`config.mk`:
```
export PLATFORM = sky130hd
export DESIGN_NAME = irq_fpu_pins
export DESIGN_NICKNAME = d
export VERILOG_FILES = /design/src/hdl/irq_pkg.sv /design/src/hdl/sync2.sv /design/src/hdl/irq_fpu_pins.sv
export SDC_FILE = /design/constraint.sdc
export NUM_CORES = 1
export LEC_CHECK = 0
export BUFFER_PORTS_ARGS = -buffer_cell sky130_fd_sc_hd__buf_2
export CORE_MARGIN = 5
export CORE_UTILIZATION = 54
export CTS_CLUSTER_DIAMETER = 80
export DETAILED_ROUTE_END_ITERATION = 6
export GPL_TIMING_DRIVEN = 0
export PLACE_DENSITY = 0.91
export SETUP_SLACK_MARGIN = 0.4
export SLEW_MARGIN = 20
export SYNTH_ARGS = -nofsm -noshare
export SYNTH_HDL_FRONTEND = slang
export SYNTH_SLANG_ARGS = --single-unit
```
`constraint.sdc`:
```
create_clock -name MCLK -period 2.2 [get_ports MCLK]
set_clock_uncertainty 0.05 [all_clocks]
set_input_delay 0.33 -clock MCLK [delete_from_list [all_inputs] [get_ports MCLK]]
set_output_delay 0.33 -clock MCLK [all_outputs]
set_load 0.01 [all_outputs]
```
`src/hdl/irq_pkg.sv`:
```
/*
  Constants and types for the interrupt request and FPU error pin block.
  Assumes one 20 MHz core clock and an active-low asynchronous reset.
*/
// Functional notes
// maskable request is active-high level, honoured only while enable flag set.
// accepted maskable request runs an acknowledge cycle taking an 8-bit vector.
// requester holds maskable request until the acknowledge cycle begins.
// non-maskable request detected on rising edge, suspends instruction stream.
// non-maskable request accepted whatever the enable flag says.
// non-maskable vector is 2h internally, no external acknowledge cycle.
// after non-maskable handling starts, further ones wait for interrupt return.
// one rising edge during non-maskable handling is kept, serviced after return.
// management request wins over non-maskable request.
// management request saves state, then starts the management handler.
// legacy mode: active-low management request is falling-edge, sampled every clock.
// legacy mode: further management requests ignored until resume instruction.
// legacy mode: one falling edge during servicing kept, done after resume.
// enhanced mode: management request level sensitive, serviced while held.
// error output driven low on an unmasked floating-point error.
// error output asserted during the faulting floating-point instruction.
// ignore-error asserted: pending errors disregarded, FP instructions continue.
// no ignore and error pending: only the six no-wait FP instructions run.
// native-error-reporting bit set: ignore-error input disregarded.
// each asynchronous request input passes a two-flop synchroniser first.
package irq_pkg;
  localparam logic [7:0] NMI_VECTOR = 8'h02;
  localparam logic [1:0] SYNC_RST = 2'h0;
  localparam int SAVE_CYCLES = 4;
  localparam logic [2:0] SAVE_CNT_LAST = 3'(SAVE_CYCLES - 1);
  // floating-point instruction classes seen by the error gate
  localparam logic [2:0] FPC_OTHER = 3'h0;
  localparam logic [2:0] FPC_NCLEX = 3'h1;
  localparam logic [2:0] FPC_NINIT = 3'h2;
  localparam logic [2:0] FPC_NSAVE = 3'h3;
  localparam logic [2:0] FPC_NSTCW = 3'h4;
  localparam logic [2:0] FPC_NSTENV = 3'h5;
  localparam logic [2:0] FPC_NSTSW = 3'h6;
  typedef enum logic [2:0] {
    ST_RUN, ST_SAVE, ST_MGMT, ST_NMI_GO, ST_ACK, ST_INT_GO
  } core_state_e;
endpackage

```
`src/hdl/sync2.sv`:
```
/*
  Two flip-flop level synchroniser.
  Assumes a single destination clock; first stage feeds only the second.
*/
`timescale 1ns/10ps
`default_nettype none
module sync2 #(
  parameter logic RST_VAL = 1'b0
) (
  // clock and reset
  input wire logic clk,
  input wire logic rst_n,
  // data
  input wire logic d,
  output logic q
);
  logic meta_r;

  always_ff @(posedge clk or negedge rst_n) begin
    if (!rst_n) begin
      meta_r <= RST_VAL;
      q <= RST_VAL;
    end else begin
      meta_r <= d;
      q <= meta_r;
    end
  end
endmodule // sync2
`default_nettype wire

```
`src/hdl/irq_fpu_pins.sv`:
```
/*
  Interrupt request front end and FPU error handshake of the core.
  Assumes the core pipeline reports instruction events as one-cycle pulses
  and that the chipset drives the request pins asynchronously.
*/
`timescale 1ns/10ps
`default_nettype none
module irq_fpu_pins
  import irq_pkg::*;
(
  // clock and reset
  input wire logic MCLK,
  input wire logic RESETN,
  // request pins
  input wire logic MASKABLE_IRQ_IN,
  input wire logic NMI_IN,
  input wire logic SYS_MGMT_IRQ_N,
  // core state
  input wire logic IF_FLAG,
  input wire logic LEGACY_EDGE_MGMT_MODE,
  input wire logic INTERRUPT_RETURN_INSTR,
  input wire logic RESUME_FROM_MGMT_INSTR,
  // acknowledge cycle
  output logic ACK_CYCLE_REQ,
  input wire logic ACK_CYCLE_DONE,
  input wire logic [7:0] ACK_DATA,
  // core redirection
  output logic SUSPEND_STREAM,
  output logic VECTOR_VALID,
  output logic [7:0] VECTOR,
  output logic STATE_SAVE,
  output logic MGMT_ENTER,
  output logic IN_MGMT,
  output logic IN_NMI,
  // floating-point error
  input wire logic FP_ERROR_EVENT,
  input wire logic FP_ERROR_CLEAR,
  input wire logic FP_ISSUE,
  input wire logic [2:0] FP_CLASS,
  input wire logic NATIVE_ERROR_REPORT_BIT,
  input wire logic IGNORE_FP_ERROR_N,
  output logic FP_ERROR_STATUS_N,
  output logic FP_ISSUE_OK,
  output logic FP_ERROR_TRAP
);

  // ************************************************************
  // input synchronisers
  // ************************************************************
  logic mirq_s, nmi_s, mgmt_n_s, ign_n_s;

  sync2 #(.RST_VAL(1'b0)) u_sync_mirq (
    .clk(MCLK), .rst_n(RESETN), .d(MASKABLE_IRQ_IN), .q(mirq_s));
  sync2 #(.RST_VAL(1'b0)) u_sync_nmi (
    .clk(MCLK), .rst_n(RESETN), .d(NMI_IN), .q(nmi_s));
  sync2 #(.RST_VAL(1'b1)) u_sync_mgmt (
    .clk(MCLK), .rst_n(RESETN), .d(SYS_MGMT_IRQ_N), .q(mgmt_n_s));
  sync2 #(.RST_VAL(1'b1)) u_sync_ign (
    .clk(MCLK), .rst_n(RESETN), .d(IGNORE_FP_ERROR_N), .q(ign_n_s));

  // ************************************************************
  // edge detection and pending latches
  // ************************************************************
  logic nmi_d_r, mgmt_n_d_r;
  logic nmi_pend_r, mgmt_pend_r;
  logic nmi_edge, mgmt_fall;
  core_state_e state_r;
  logic nmi_blk_r, mgmt_blk_r;
  logic take_mgmt, take_nmi, take_int;

  always_ff @(posedge MCLK or negedge RESETN) begin
    if (!RESETN) begin
      nmi_d_r <= 1'b0;
      mgmt_n_d_r <= 1'b1;
    end else begin
      nmi_d_r <= nmi_s;
      mgmt_n_d_r <= mgmt_n_s;
    end
  end

  assign nmi_edge = nmi_s & ~nmi_d_r;
  assign mgmt_fall = ~mgmt_n_s & mgmt_n_d_r;

  // one-deep store; a new edge wins over the take of the old one
  always_ff @(posedge MCLK or negedge RESETN) begin
    if (!RESETN) begin
      nmi_pend_r <= 1'b0;
    end else if (nmi_edge) begin
      nmi_pend_r <= 1'b1;
    end else if (take_nmi) begin
      nmi_pend_r <= 1'b0;
    end
  end

  always_ff @(posedge MCLK or negedge RESETN) begin
    if (!RESETN) begin
      mgmt_pend_r <= 1'b0;
    end else if (!LEGACY_EDGE_MGMT_MODE) begin
      mgmt_pend_r <= 1'b0;
    end else if (mgmt_fall) begin
      mgmt_pend_r <= 1'b1;
    end else if (take_mgmt) begin
      mgmt_pend_r <= 1'b0;
    end
  end

  // ************************************************************
  // arbitration: management over non-maskable over maskable
  // ************************************************************
  logic mgmt_req;
  assign mgmt_req = LEGACY_EDGE_MGMT_MODE ? mgmt_pend_r : ~mgmt_n_s;
  // state is not redirected while inside management mode
  assign take_mgmt = (state_r == ST_RUN) && mgmt_req && !mgmt_blk_r;
  assign take_nmi = (state_r == ST_RUN) && !take_mgmt && nmi_pend_r
                    && !nmi_blk_r && !mgmt_blk_r;
  assign take_int = (state_r == ST_RUN) && !take_mgmt && !take_nmi
                    && mirq_s && IF_FLAG && !mgmt_blk_r && !nmi_blk_r;

  logic [2:0] save_cnt_r;

  always_ff @(posedge MCLK or negedge RESETN) begin
    if (!RESETN) begin
      state_r <= ST_RUN;
    end else begin
      case (state_r)
        ST_RUN: begin
          if (take_mgmt) begin
            state_r <= ST_SAVE;
          end else if (take_nmi) begin
            state_r <= ST_NMI_GO;
          end else if (take_int) begin
            state_r <= ST_ACK;
          end
        end
        ST_SAVE: begin
          if (save_cnt_r == SAVE_CNT_LAST) begin
            state_r <= ST_MGMT;
          end
        end
        ST_MGMT: state_r <= ST_RUN;
        ST_NMI_GO: state_r <= ST_RUN;
        ST_ACK: begin
          if (ACK_CYCLE_DONE) begin
            state_r <= ST_INT_GO;
          end
        end
        ST_INT_GO: state_r <= ST_RUN;
        default: state_r <= ST_RUN;
      endcase
    end
  end

  always_ff @(posedge MCLK or negedge RESETN) begin
    if (!RESETN) begin
      save_cnt_r <= 3'h0;
    end else if (state_r == ST_SAVE) begin
      save_cnt_r <= save_cnt_r + 3'h1;
    end else begin
      save_cnt_r <= 3'h0;
    end
  end

  // handler blocking flags
  always_ff @(posedge MCLK or negedge RESETN) begin
    if (!RESETN) begin
      nmi_blk_r <= 1'b0;
    end else if (take_nmi) begin
      nmi_blk_r <= 1'b1;
    end else if (INTERRUPT_RETURN_INSTR) begin
      nmi_blk_r <= 1'b0;
    end
  end

  always_ff @(posedge MCLK or negedge RESETN) begin
    if (!RESETN) begin
      mgmt_blk_r <= 1'b0;
    end else if (take_mgmt) begin
      mgmt_blk_r <= 1'b1;
    end else if (RESUME_FROM_MGMT_INSTR) begin
      mgmt_blk_r <= 1'b0;
    end
  end

  // ************************************************************
  // core-facing outputs
  // ************************************************************
  always_ff @(posedge MCLK or negedge RESETN) begin
    if (!RESETN) begin
      ACK_CYCLE_REQ <= 1'b0;
      SUSPEND_STREAM <= 1'b0;
      VECTOR_VALID <= 1'b0;
      VECTOR <= 8'h00;
      STATE_SAVE <= 1'b0;
      MGMT_ENTER <= 1'b0;
      IN_MGMT <= 1'b0;
      IN_NMI <= 1'b0;
    end else begin
      ACK_CYCLE_REQ <= (take_int || state_r == ST_ACK) && !ACK_CYCLE_DONE;
      SUSPEND_STREAM <= take_mgmt || take_nmi || take_int;
      STATE_SAVE <= take_mgmt || (state_r == ST_SAVE &&
                    save_cnt_r != SAVE_CNT_LAST);
      MGMT_ENTER <= state_r == ST_SAVE && save_cnt_r == SAVE_CNT_LAST;
      IN_MGMT <= take_mgmt ? 1'b1 : (mgmt_blk_r && !RESUME_FROM_MGMT_INSTR);
      IN_NMI <= take_nmi ? 1'b1 : (nmi_blk_r && !INTERRUPT_RETURN_INSTR);
      VECTOR_VALID <= 1'b0;
      if (take_nmi) begin
        VECTOR_VALID <= 1'b1;
        VECTOR <= NMI_VECTOR;
      end else if (state_r == ST_ACK && ACK_CYCLE_DONE) begin
        VECTOR_VALID <= 1'b1;
        VECTOR <= ACK_DATA;
      end
    end
  end

  // ************************************************************
  // floating-point error handshake
  // ************************************************************
  logic fp_pend_r;
  logic ignore_eff, nowait_op, issue_ok;

  // an error raised in the clear cycle stays pending
  always_ff @(posedge MCLK or negedge RESETN) begin
    if (!RESETN) begin
      fp_pend_r <= 1'b0;
    end else if (FP_ERROR_EVENT) begin
      fp_pend_r <= 1'b1;
    end else if (FP_ERROR_CLEAR) begin
      fp_pend_r <= 1'b0;
    end
  end

  assign ignore_eff = !NATIVE_ERROR_REPORT_BIT && !ign_n_s;
  assign nowait_op = FP_CLASS == FPC_NCLEX || FP_CLASS == FPC_NINIT
                  || FP_CLASS == FPC_NSAVE || FP_CLASS == FPC_NSTCW
                  || FP_CLASS == FPC_NSTENV || FP_CLASS == FPC_NSTSW;
  assign issue_ok = !fp_pend_r || ignore_eff || nowait_op;

  always_ff @(posedge MCLK or negedge RESETN) begin
    if (!RESETN) begin
      FP_ERROR_STATUS_N <= 1'b1;
      FP_ISSUE_OK <= 1'b1;
      FP_ERROR_TRAP <= 1'b0;
    end else begin
      // low from the faulting instruction until cleared
      FP_ERROR_STATUS_N <= !(FP_ERROR_EVENT || fp_pend_r) ||
                           (FP_ERROR_CLEAR && !FP_ERROR_EVENT);
      // look one cycle ahead so the flag never lags the pending error
      FP_ISSUE_OK <= (issue_ok || (FP_ERROR_CLEAR && !FP_ERROR_EVENT)) &&
                     (!FP_ERROR_EVENT || ignore_eff || nowait_op);
      FP_ERROR_TRAP <= FP_ISSUE && !issue_ok;
    end
  end

  // ************************************************************
  // checks
  // ************************************************************
  AST_NMI_VEC: assert property (@(posedge MCLK) disable iff (!RESETN)
    take_nmi |=> VECTOR_VALID && VECTOR == NMI_VECTOR && !ACK_CYCLE_REQ)
    else $error("nmi vector not 2h or ack issued");
  AST_NMI_BLOCK: assert property (@(posedge MCLK) disable iff (!RESETN)
    nmi_blk_r && !INTERRUPT_RETURN_INSTR |-> !take_nmi)
    else $error("nmi taken while blocked");
  AST_NMI_KEEP: assert property (@(posedge MCLK) disable iff (!RESETN)
    nmi_edge |=> nmi_pend_r)
    else $error("nmi edge lost");
  AST_NMI_UNMASK: assert property (@(posedge MCLK) disable iff (!RESETN)
    state_r == ST_RUN && nmi_pend_r && !nmi_blk_r && !mgmt_blk_r && !mgmt_req
    |-> take_nmi)
    else $error("nmi not taken");
  AST_MGMT_PRIO: assert property (@(posedge MCLK) disable iff (!RESETN)
    take_mgmt |-> !take_nmi && !take_int)
    else $error("mgmt lost priority");
  AST_MGMT_SAVE: assert property (@(posedge MCLK) disable iff (!RESETN)
    take_mgmt |=> STATE_SAVE [*4] ##1 MGMT_ENTER)
    else $error("save then enter order broken");
  AST_MGMT_BLOCK: assert property (@(posedge MCLK) disable iff (!RESETN)
    mgmt_blk_r |-> !take_mgmt)
    else $error("mgmt taken while servicing");
  AST_MIRQ_MASK: assert property (@(posedge MCLK) disable iff (!RESETN)
    !IF_FLAG |-> !take_int)
    else $error("masked request taken");
  AST_FP_STATUS: assert property (@(posedge MCLK) disable iff (!RESETN)
    FP_ERROR_EVENT |=> !FP_ERROR_STATUS_N)
    else $error("error output not asserted");
  AST_FP_GATE: assert property (@(posedge MCLK) disable iff (!RESETN)
    fp_pend_r && !FP_ERROR_EVENT && !FP_ERROR_CLEAR && FP_ISSUE
    && FP_CLASS == FPC_OTHER && (NATIVE_ERROR_REPORT_BIT || ign_n_s)
    |=> FP_ERROR_TRAP)
    else $error("fp instruction ran with pending error");

  // ************************************************************
  // handshake and handler checks
  // ************************************************************
  AST_INT_ACK: assert property (@(posedge MCLK) disable iff (!RESETN)
    take_int |=> ACK_CYCLE_REQ)
    else $error("no acknowledge cycle after take");
  AST_INT_VEC: assert property (@(posedge MCLK) disable iff (!RESETN)
    state_r == ST_ACK && ACK_CYCLE_DONE
    |=> VECTOR_VALID && VECTOR == $past(ACK_DATA))
    else $error("vector not taken from bus");
  AST_ACK_DROP: assert property (@(posedge MCLK) disable iff (!RESETN)
    ACK_CYCLE_REQ && ACK_CYCLE_DONE |=> !ACK_CYCLE_REQ)
    else $error("acknowledge request held after done");
  AST_NMI_SUSP: assert property (@(posedge MCLK) disable iff (!RESETN)
    take_nmi |=> SUSPEND_STREAM && IN_NMI)
    else $error("stream not suspended for nmi");
  AST_SUSPEND: assert property (@(posedge MCLK) disable iff (!RESETN)
    take_mgmt || take_int |=> SUSPEND_STREAM)
    else $error("stream not suspended");
  AST_NMI_CLEAR: assert property (@(posedge MCLK) disable iff (!RESETN)
    nmi_blk_r && INTERRUPT_RETURN_INSTR && !take_nmi |=> !nmi_blk_r)
    else $error("nmi block not lifted by return");
  AST_MIRQ_BLOCK: assert property (@(posedge MCLK) disable iff (!RESETN)
    mgmt_blk_r || nmi_blk_r |-> !take_int)
    else $error("maskable taken inside handler");
  AST_MGMT_IN: assert property (@(posedge MCLK) disable iff (!RESETN)
    take_mgmt |=> IN_MGMT)
    else $error("handler flag not raised");
  AST_MGMT_EDGE: assert property (@(posedge MCLK) disable iff (!RESETN)
    LEGACY_EDGE_MGMT_MODE && mgmt_fall |=> mgmt_pend_r)
    else $error("mgmt falling edge lost");
  AST_MGMT_KEEP: assert property (@(posedge MCLK) disable iff (!RESETN)
    LEGACY_EDGE_MGMT_MODE && mgmt_pend_r && !take_mgmt
    |=> mgmt_pend_r || !LEGACY_EDGE_MGMT_MODE)
    else $error("stored mgmt edge dropped");
  AST_MGMT_LEVEL: assert property (@(posedge MCLK) disable iff (!RESETN)
    state_r == ST_RUN && !LEGACY_EDGE_MGMT_MODE && !mgmt_n_s && !mgmt_blk_r
    |-> take_mgmt)
    else $error("held mgmt level not serviced");
  AST_FP_HOLD: assert property (@(posedge MCLK) disable iff (!RESETN)
    fp_pend_r && !FP_ERROR_CLEAR |=> !FP_ERROR_STATUS_N)
    else $error("error output released while pending");
  AST_FP_IGNORE: assert property (@(posedge MCLK) disable iff (!RESETN)
    ignore_eff && FP_ISSUE |=> !FP_ERROR_TRAP)
    else $error("trap while error ignored");
  AST_FP_NOWAIT: assert property (@(posedge MCLK) disable iff (!RESETN)
    nowait_op && FP_ISSUE |=> !FP_ERROR_TRAP)
    else $error("no-wait op trapped");
  AST_FP_ISSUE: assert property (@(posedge MCLK) disable iff (!RESETN)
    FP_ERROR_EVENT && !ignore_eff && !nowait_op |=> !FP_ISSUE_OK)
    else $error("issue flag lags the error");
  AST_FP_NATIVE: assert property (@(posedge MCLK) disable iff (!RESETN)
    NATIVE_ERROR_REPORT_BIT |-> !ignore_eff)
    else $error("ignore input honoured in native mode");
endmodule // irq_fpu_pins
`default_nettype wire

```
; ---- After elaboration in Yosys (flattened, before gate mapping)
; Cells that the tools add are included.
; Widths: inputs -> output; s select.
[op_classes]
addsub = 1
eq_ne = 14
n_bitwise = 4
reduce_logical = 57
n_mux = 25
[ops]
columns = op, count
row1 = $logic_and 1x1->1, 21
row2 = $mux 3, 6
row3 = $logic_or 1x1->1, 16
row4 = $mux 1, 16
row5 = $mux 8, 2
row6 = $logic_not 1->1, 13
row7 = $eq 3x3->1 const B, 4
row8 = $reduce_bool 2->1, 5
row9 = $eq 3x2->1 const B, 3
row10 = $pmux 3 s3, 1
row11 = $eq 3x1->1 const B, 2
row12 = $ne 2x2->1 const B, 2
row13 = $ne 4x4->1 const B, 1
row14 = $add 3x1->3 const B, 1
row15 = $logic_not 3->1, 1
row16 = $ne 3x1->1 const B, 1
row17 = $ne 3x2->1 const B, 1
row18 = $reduce_and 3->1, 1
row19 = $and 1x1->1, 2
row20 = $not 1->1, 2
[word_totals]
ff_bits = 39
in_bits = 26

; ---- Longest topological paths before layout
; Gate-level depths: netlist (run 1).
[depth]
word_depth = 19
mapped_depth = 5
ltp_nobuf = 5

; ---- Modules after synthesis
; From an unflattened synthesis (run 1), not the netlist that was laid out.
[hier_totals]
hier_cells = 128
area_unflattened_um2 = 1507.7
[modules_own_cells]
columns = module, n_inst, cells_per_inst, area_per_inst_um2
row1 = irq_fpu_pins, 1, 120, 1302.5
row2 = sync2 at u_sync_ign ..., 2, 2, 52.6
row3 = sync2 at u_sync_mirq ..., 2, 2, 50.0

; ---- Worst setup path after synthesis (run 1)
; OpenSTA, ideal clock, no wires.
[synth_timing]
path_type = flip-flop to flip-flop
start = reg state_r[2]
end = reg nmi_pend_r
synth_period_minus_slack_ns = 1.371
t_arrival_ns = 1.200
path_stages_with_launch = 5
n_path_buf = 1
t_required_ns = 2.029
slack_ns = 0.829
cell_sequence = dfrtp_1 buf_6 or3_4 nand4b_1 a22o_1
[synth_between]
elab_chain_len = 9
[synth_rtl]
columns = element, line
row1 = start: declaration, irq_fpu_pins.sv:67  ; core_state_e state_r;
row2 = start signal: assignment, irq_fpu_pins.sv:123  ; state_r <= ST_RUN;
row3 = start signal: assignment, irq_fpu_pins.sv:128  ; state_r <= ST_SAVE;
row4 = start signal: assignment, irq_fpu_pins.sv:130  ; state_r <= ST_NMI_GO;
row5 = $logic_not 3->1 *, "irq_fpu_pins.sv:113, irq_fpu_pins.sv:114"
row6 = $logic_and 1x1->1 (2 in series), irq_fpu_pins.sv:113  ; assign take_mgmt = (state_r == ST_RUN) && mgmt_req && !mgmt_blk_r;
row7 = $logic_not 1->1, irq_fpu_pins.sv:114  ; assign take_nmi = (state_r == ST_RUN) && !take_mgmt && nmi_pend_r
row8 = $logic_and 1x1->1 * (2 in series), irq_fpu_pins.sv:114
row9 = $logic_and 1x1->1 * (2 in series), irq_fpu_pins.sv:115  ; && !nmi_blk_r && !mgmt_blk_r;
row10 = $reduce_bool 2->1 (no line) *, n/a
row11 = end signal: assignment, irq_fpu_pins.sv:87  ; nmi_pend_r <= 1'b0;
row12 = end signal: assignment, irq_fpu_pins.sv:89  ; nmi_pend_r <= 1'b1;
row13 = end signal: assignment, irq_fpu_pins.sv:91  ; nmi_pend_r <= 1'b0;
row14 = end: declaration, irq_fpu_pins.sv:65  ; logic nmi_pend_r, mgmt_pend_r;
; Every way passes the cells marked *; elsewhere a longest branch is shown, timed or not.
; A chain may end at the register's enable or synchronous reset.

; ---- Final worst setup path (run 1)
[layout_timing]
start = reg state_r[1]
end = reg nmi_pend_r
; Same word-level chain as after synthesis.

==> impl_metrics.csv, run 1 <==
group,metric,value,unit
run_status,run_status,"completed",
grt,grt_pass1_wl,4910,µm
clocking,cts_setup_buffers,0,
yosys,synth_area,1520,µm²
power_and_ir_drop,p_leak,0.961,nW
floorplan,die_y,63.1,µm
setup_path,critPathSlowestCell,"dfrtp_1",
yosys,synthTopCellsByArea,"dfrtp_1 (53%), dfstp_2 (12%), nand2_1 (4.7%)",
yosys,synth_edf_count,0,
drt,drtIter0Drc,14,
grt,grt_usage,15.6,%
timing,fin_crit_sh,65.7,%
timing,drv_slew,0,
place,routabilityCongestion,0.697,
power_and_ir_drop,p_int,1.33,mW
setup_path,critPathCaptureType,"flop",
power_and_ir_drop,pwr-share-comb,29.5,%
clocking,cts_tree,"yes",
layout,post-route-util,68.1,%
setup_path,cp_num_buf_inv,1,
timing,worst_slack,755,ps
clocking,cts_buffer_depth,2,
clocking,cts.reportedPaths.clkPinSlew,100,ps
drt,wl_per_cell,13.0,µm
setup_path,startpoint,"state_r[1]",
timing,hold_viol,0,
yosys,syn_avg_cell_area,12.0,µm²
layout,area_delta_synth_final,22.6,%
power_and_ir_drop,p_per_area,1030,nW/µm²
grt,grt_overflow,0,
timing,timing.setup.tns,0,ps
layout,largest_reg_flops,8,
power_and_ir_drop,p_clk_share,20.8,%
power_and_ir_drop,power.switching,588,µW
timing,period_needed,1440,ps
layout,drive_gt1_share,36.7,%
setup_path,crit_arrival,1630,ps
setup_path,critical-path-top-delay-family,"simple AND/OR/NAND/NOR gates",
setup_path,ff2ff_path_depth,4,
floorplan,core_area,2730,µm²
clocking,clk_latency,340,ps
yosys,yosys.area.top_type,"dfrtp_1",
floorplan,die_area,3980,µm²
grt,grt_max_degree,40,
setup_path,cp_cell_sequence,"buf_4 -> or3_4 -> nand4b_1 -> a22o_1",
setup_path,worst-path-stages,4,
drt,drt-total-wl,2750,µm
setup_path,reg2reg_from,"state_r[1]",
setup_path,crit_type,"reg -> reg",
yosys,synthesis.nets,155,
timing,finalSetupViolations,0,
yosys,synth_top_cell_area_share,52.7,%
layout,antenna_cells,0,
timing,worst_slew_pin_slew,799,ps
yosys,synthTopCellsByCount,"dfrtp_1 (32), nand2_1 (19), a21oi_1 (9)",
setup_path,max_stage_delay,390,ps
grt,grt_pass1_vias,1141,
clocking,cts.repair.resized,0,
yosys,post_synth_num_cell_types,38,
yosys,synth-seq-cells,39,
clocking,cts_htree_levels,2,
place,dpl.hpwl,2000,µm
setup_path,crit_end,"nmi_pend_r",
clocking,numClockSinks,39,
setup_path,critical_path.max_fanout,9,
clocking,numCtsBuffers,5,
clocking,clock-root-buffer,"clkbuf_4",
drt,drc,0,
power_and_ir_drop,vdd_drop_max,890,µV
setup_path,r2r_slack,760,ps
yosys,yosys_warnings,0,
layout,layout.nets,207,
timing,fmax,0.692,GHz
power_and_ir_drop,switching_share,30.7,%
power_and_ir_drop,power.total,1.92,mW
drt,detail-route-antenna-nets,0,
drt,first_pass_iters,4,
worst_hold_path,min_path_type,"in -> async",
grt,antenna_found_initial,0,
floorplan,rows,19,
yosys,synth_flop_cell,"dfrtp_1",
layout,largest_register,"VECTOR",
yosys,async_flop_share,100,%
yosys,synth.most_common_cell,"dfrtp_1",
layout,n_fill_cell,209,
setup_path,crit_required,2390,ps
yosys,ys_seq_area_share,64.8,%
floorplan,die_w,63.1,µm
yosys,syn-instance-count,127,
setup_path,crit_path_start_kind,"flop",
timing,relSlewSlack,46.7,%
floorplan,initial_core_util,55.6,%
power_and_ir_drop,p_seq_share,49.8,%
place,port_buffers,43,
setup_path,r2r_end,"nmi_pend_r",
drt,routed-via-count,1102,
place,dp_slack,734,ps
timing,rsz0062_at_grt,"no",
flow_run,drv_cap,0,
layout,biggestRegsByFlops,"VECTOR (8), save_cnt_r (3), state_r (3)",
floorplan,io-pin-count,44,
drt,viasPerCell,5.22,
==> power groups by stage <==
stage | clock network (mW) | registers (mW) | logic [mW]
2_1_floorplan | 0 | 0.989 | 0.346
3_3_place_gp | 0 | 0.958 | 0.537
3_5_place_dp | 0 | 0.963 | 0.566
4_1_cts | 0.415 | 0.952 | 0.569
5_1_grt | 0.451 | 0.972 | 0.636
6_report | 0.399 | 0.954 | 0.565
==> worst min path at each step <==
stage	endpoint	slack (ps)	cells after the start	startpoint
final	IN_NMI	20	1	RESETN
after global routing	u_sync_nmi.meta_r	1	1	NMI_IN
after CTS	u_sync_ign.meta_r	6	1	IGNORE_FP_ERROR_N
after detailed placement	u_sync_nmi.q	290	0	u_sync_nmi.meta_r
after global placement	u_sync_mirq.q	280	0	u_sync_mirq.meta_r
after floorplan	ACK_CYCLE_REQ	-20	0	RESETN
==> per-layer routing <==
metal | vias to the layer above | track usage [%] | share of wire (%)
li1 | 537 | - | -
met4 | 0 | 6.37 | 1.6
met2 | 43 | 24.9 | 47
met5 | - | 0 | 0
met3 | 6 | 6.93 | 8.8
met1 | 516 | 18.4 | 42
==> final cells by class <==
cell class,instances,area (µm²),area share [%]
sequential,39,985,52.9
multi-input combinational,75,462,24.8
timing repair buffer,45,235,12.6
clock buffer,8,68.8,3.69
buffer,7,51.3,2.75
tap,31,38.8,2.08
inverter,6,22.5,1.21
==> logic make-up (layout without fill, tap and decap cells) <==
family                   count (synthesis)  count (layout)  synth area share [%]
AO/OA/AOI/OAI                           23              23                  10.3
adder cells (fa/ha/maj)                  2               2                  1.65
buffers and inverters                   13              66                  4.86
flip-flops                              39              39                  64.8
AND/OR/NAND/NOR                         50              50                  18.4
==> stage by stage <==
step                hold slack, ps  instance area, µm²  instances
finish                        19.2                1860        211
CTS                           5.85                1840        209
detailed placement             292                1770        201
floorplan                    -15.6                1520        127
global placement               282                1770        201
global route                  1.06                1860        211
==> cell usage in the layout, fill, tap and decap left out, types with 3 or more instances in the layout <==
master    count
nor3_1        3
buf_2        45
dfrtp_1      32
a21o_1        3
nand2_1      19
nand2b_1      3
dfstp_2       7
nor2_1        6
o21ai_0       3
and3_1        3
clkbuf_4      5
a21oi_1       9
inv_1         6
==> repair_timing <==
item                       CTS  global route
hold endpoints to repair     0             2
setup endpoints to repair    0             0
hold buffers                 0             2
Note: power is estimated with default switching activity, not from simulation.
==> run 2, diff against run 1 <==
Settings changed: CORE_UTILIZATION 54 to 45, PLACE_DENSITY 0.91 to 0.82.
Clock period 2.2 ns to 1.3 ns, I/O delays scaled along.
==> impl_metrics.csv, run 2 (synthesized netlist as in run 1, its figures left out) <==
group,metric,value,unit
worst_hold_path,min_path_type,"in -> async",
power_and_ir_drop,power.total,3.95,mW
drt,routed-via-count,1169,
clocking,cts_htree_levels,2,
setup_path,critical_path.max_fanout,5,
grt,grt_max_degree,40,
grt,grt_pass1_vias,1181,
floorplan,die_w,68.1,µm
power_and_ir_drop,p_per_area,1770,nW/µm²
grt,use_met1,19.0,%
place,dp_slack,-154,ps
flow_run,drv_cap,0,
timing,fmax,0.684,GHz
clocking,numCtsBuffers,5,
layout,area_delta_synth_final,46.5,%
drt,first_pass_iters,4,
floorplan,die_y,68.1,µm
layout,post-route-cell-area,2230,µm²
floorplan,core_area,3310,µm²
floorplan,initial_core_util,45.9,%
grt,grt_usage,15.8,%
timing,relSlewSlack,44.9,%
clocking,clock-root-buffer,"clkbuf_4",
grt,grt_overflow,0,
place,routabilityCongestion,0.780,
setup_path,crit_path_start_kind,"flop",
grt,antenna_found_initial,0,
timing,worst_slack,-162,ps
setup_path,ff2ff_path_depth,4,
layout,final_cell_mix,"buf_2 (41), dfrtp_1 (31), nand2_1 (18), buf_6 (13), a21oi_2 (8)",
layout,biggestRegsByFlops,"VECTOR (8), save_cnt_r (3), state_r (3)",
clocking,cts_tree,"yes",
setup_path,reg2reg_from,"state_r[2]",
clocking,cts.reportedPaths.clkPinSlew,120,ps
drt,drc,0,
layout,largest_reg_flops,8,
timing,finalSetupViolations,20,
setup_path,critPathCaptureType,"flop",
layout,final_common_cell,"buf_2",
clocking,numClockSinks,39,
grt,grtUsageMet3,4.93,%
timing,drv_slew,0,
grt,grt-busiest-layer,"met2",
setup_path,r2r_end,"nmi_pend_r",
place,dpl_cell_area,1850,µm²
clocking,clk_latency,350,ps
timing,worst_slew_pin_slew,827,ps
power_and_ir_drop,p_leak,1.08,nW
clocking,cts_buffer_depth,2,
layout,layout.nets,222,
layout,drive_gt1_share,53.3,%
timing,rsz0062_at_grt,"yes",
timing,hold_viol,32,
run_status,violations,"negative hold slack, negative setup slack",
timing,fin_crit_sh,112,%
setup_path,crit_required,1500,ps
drt,detail-route-antenna-nets,0,
timing,period_needed,1460,ps
layout,n_fill_cell,265,
layout,largest_register,"VECTOR",
floorplan,rows,21,
setup_path,crit_type,"reg -> reg",
layout,antenna_cells,0,
drt,drt-total-wl,3490,µm
floorplan,io-pin-count,44,
place,dpl.hpwl,2210,µm
setup_path,crit_arrival,1660,ps
layout,multi_input_area,608,µm²
power_and_ir_drop,vdd_drop_max,798,µV
layout,fin_cells,241,
drt,wl_per_cell,14.5,µm
setup_path,r2r_slack,-160,ps
grt,use_met2,26.2,%
floorplan,die_area,4640,µm²
layout,regArea,986,µm²
run_status,run_status,"complete, but fails checks",
drt,drtIter0Drc,58,
drt,viasPerCell,4.85,
place,port_buffers,43,
place,dpl.cell_count,216,
grt,grt_pass1_wl,5380,µm
timing,fin_hold_ws,-116,ps
==> run 2: cell count changes in the layout (fill, tap and decap cells not counted), moves of 4 or more <==
| cell | before | now |
|---|---|---|
| buf_6 | 2 | 13 |
| a21oi_1 | 9 | 1 |
| a21oi_2 | 0 | 8 |
| dlygate4sd3_1 | 2 | 7 |
| nor2_1 | 6 | 1 |
| buf_2 | 45 | 41 |
| buf_4 | 2 | 6 |
==> run 2: final cells by class <==
type | count | area share (%)
buffer | 7 | 2.81
clock buffer | 6 | 2.30
clock inverter | 2 | 1.57
inverter | 6 | 1.01
multi-input combinational | 75 | 27.3
sequential | 39 | 44.3
tap | 46 | 2.58
timing repair buffer | 60 | 18.1
==> run 2: metal layers <==
layer | vias to the layer above | share of wire, %
met5 | - | 0
met2 | 37 | 51
li1 | 566 | -
met4 | 0 | 2.6
met1 | 555 | 41
met3 | 11 | 5.6
==> run 2: how the worst max path moves through the flow <==
stage / slack (ps) / cells past startpoint / endpoint / from
3_5_place_dp: -150 / 4 / state_r[0] / u_sync_mgmt.q
4_1_cts: -160 / 4 / nmi_pend_r / state_r[2]
2_1_floorplan: -70 / 4 / nmi_pend_r / state_r[2]
6_report: -160 / 4 / nmi_pend_r / state_r[2]
3_3_place_gp: -120 / 4 / nmi_pend_r / state_r[2]
5_1_grt: -210 / 4 / nmi_pend_r / state_r[1]
==> run 2: power by group <==
| part | switching, mW | internal, mW | total (mW) |
|---|---|---|---|
| Combinational | 0.669 | 0.759 | 1.43 |
| Sequential | 0.205 | 1.47 | 1.67 |
| Clock | 0.389 | 0.454 | 0.843 |
==> run 2: timing repair <==
action | 4_1_cts | 5_1_grt
endpoints found under the setup margin | 44 | 44
gates cloned | 1 | 0
hold buffers | 6 | 1
pin swaps | 7 | 5
endpoints found under the hold margin | 39 | 33
buffers inserted | 8 | 1
resized for setup | 22 | 11
==> run 2: per-stage QoR <==
| stage | util [%] | TNS (ps) |
|---|---|---|
| CTS | 65.1 | -1580 |
| global route | 67.3 | -2960 |
| finish | 67.3 | -1950 |
| global placement | 55.9 | -820 |
| floorplan | - | -274 |
| detailed placement | 55.9 | -1520 |
==> run 2: worst max-delay path: stages, from the launching register on <==
cell and delay [ps]:
dfrtp_1 390, buf_6 130, or3_4 390, nand4b_1 200, a22o_1 210
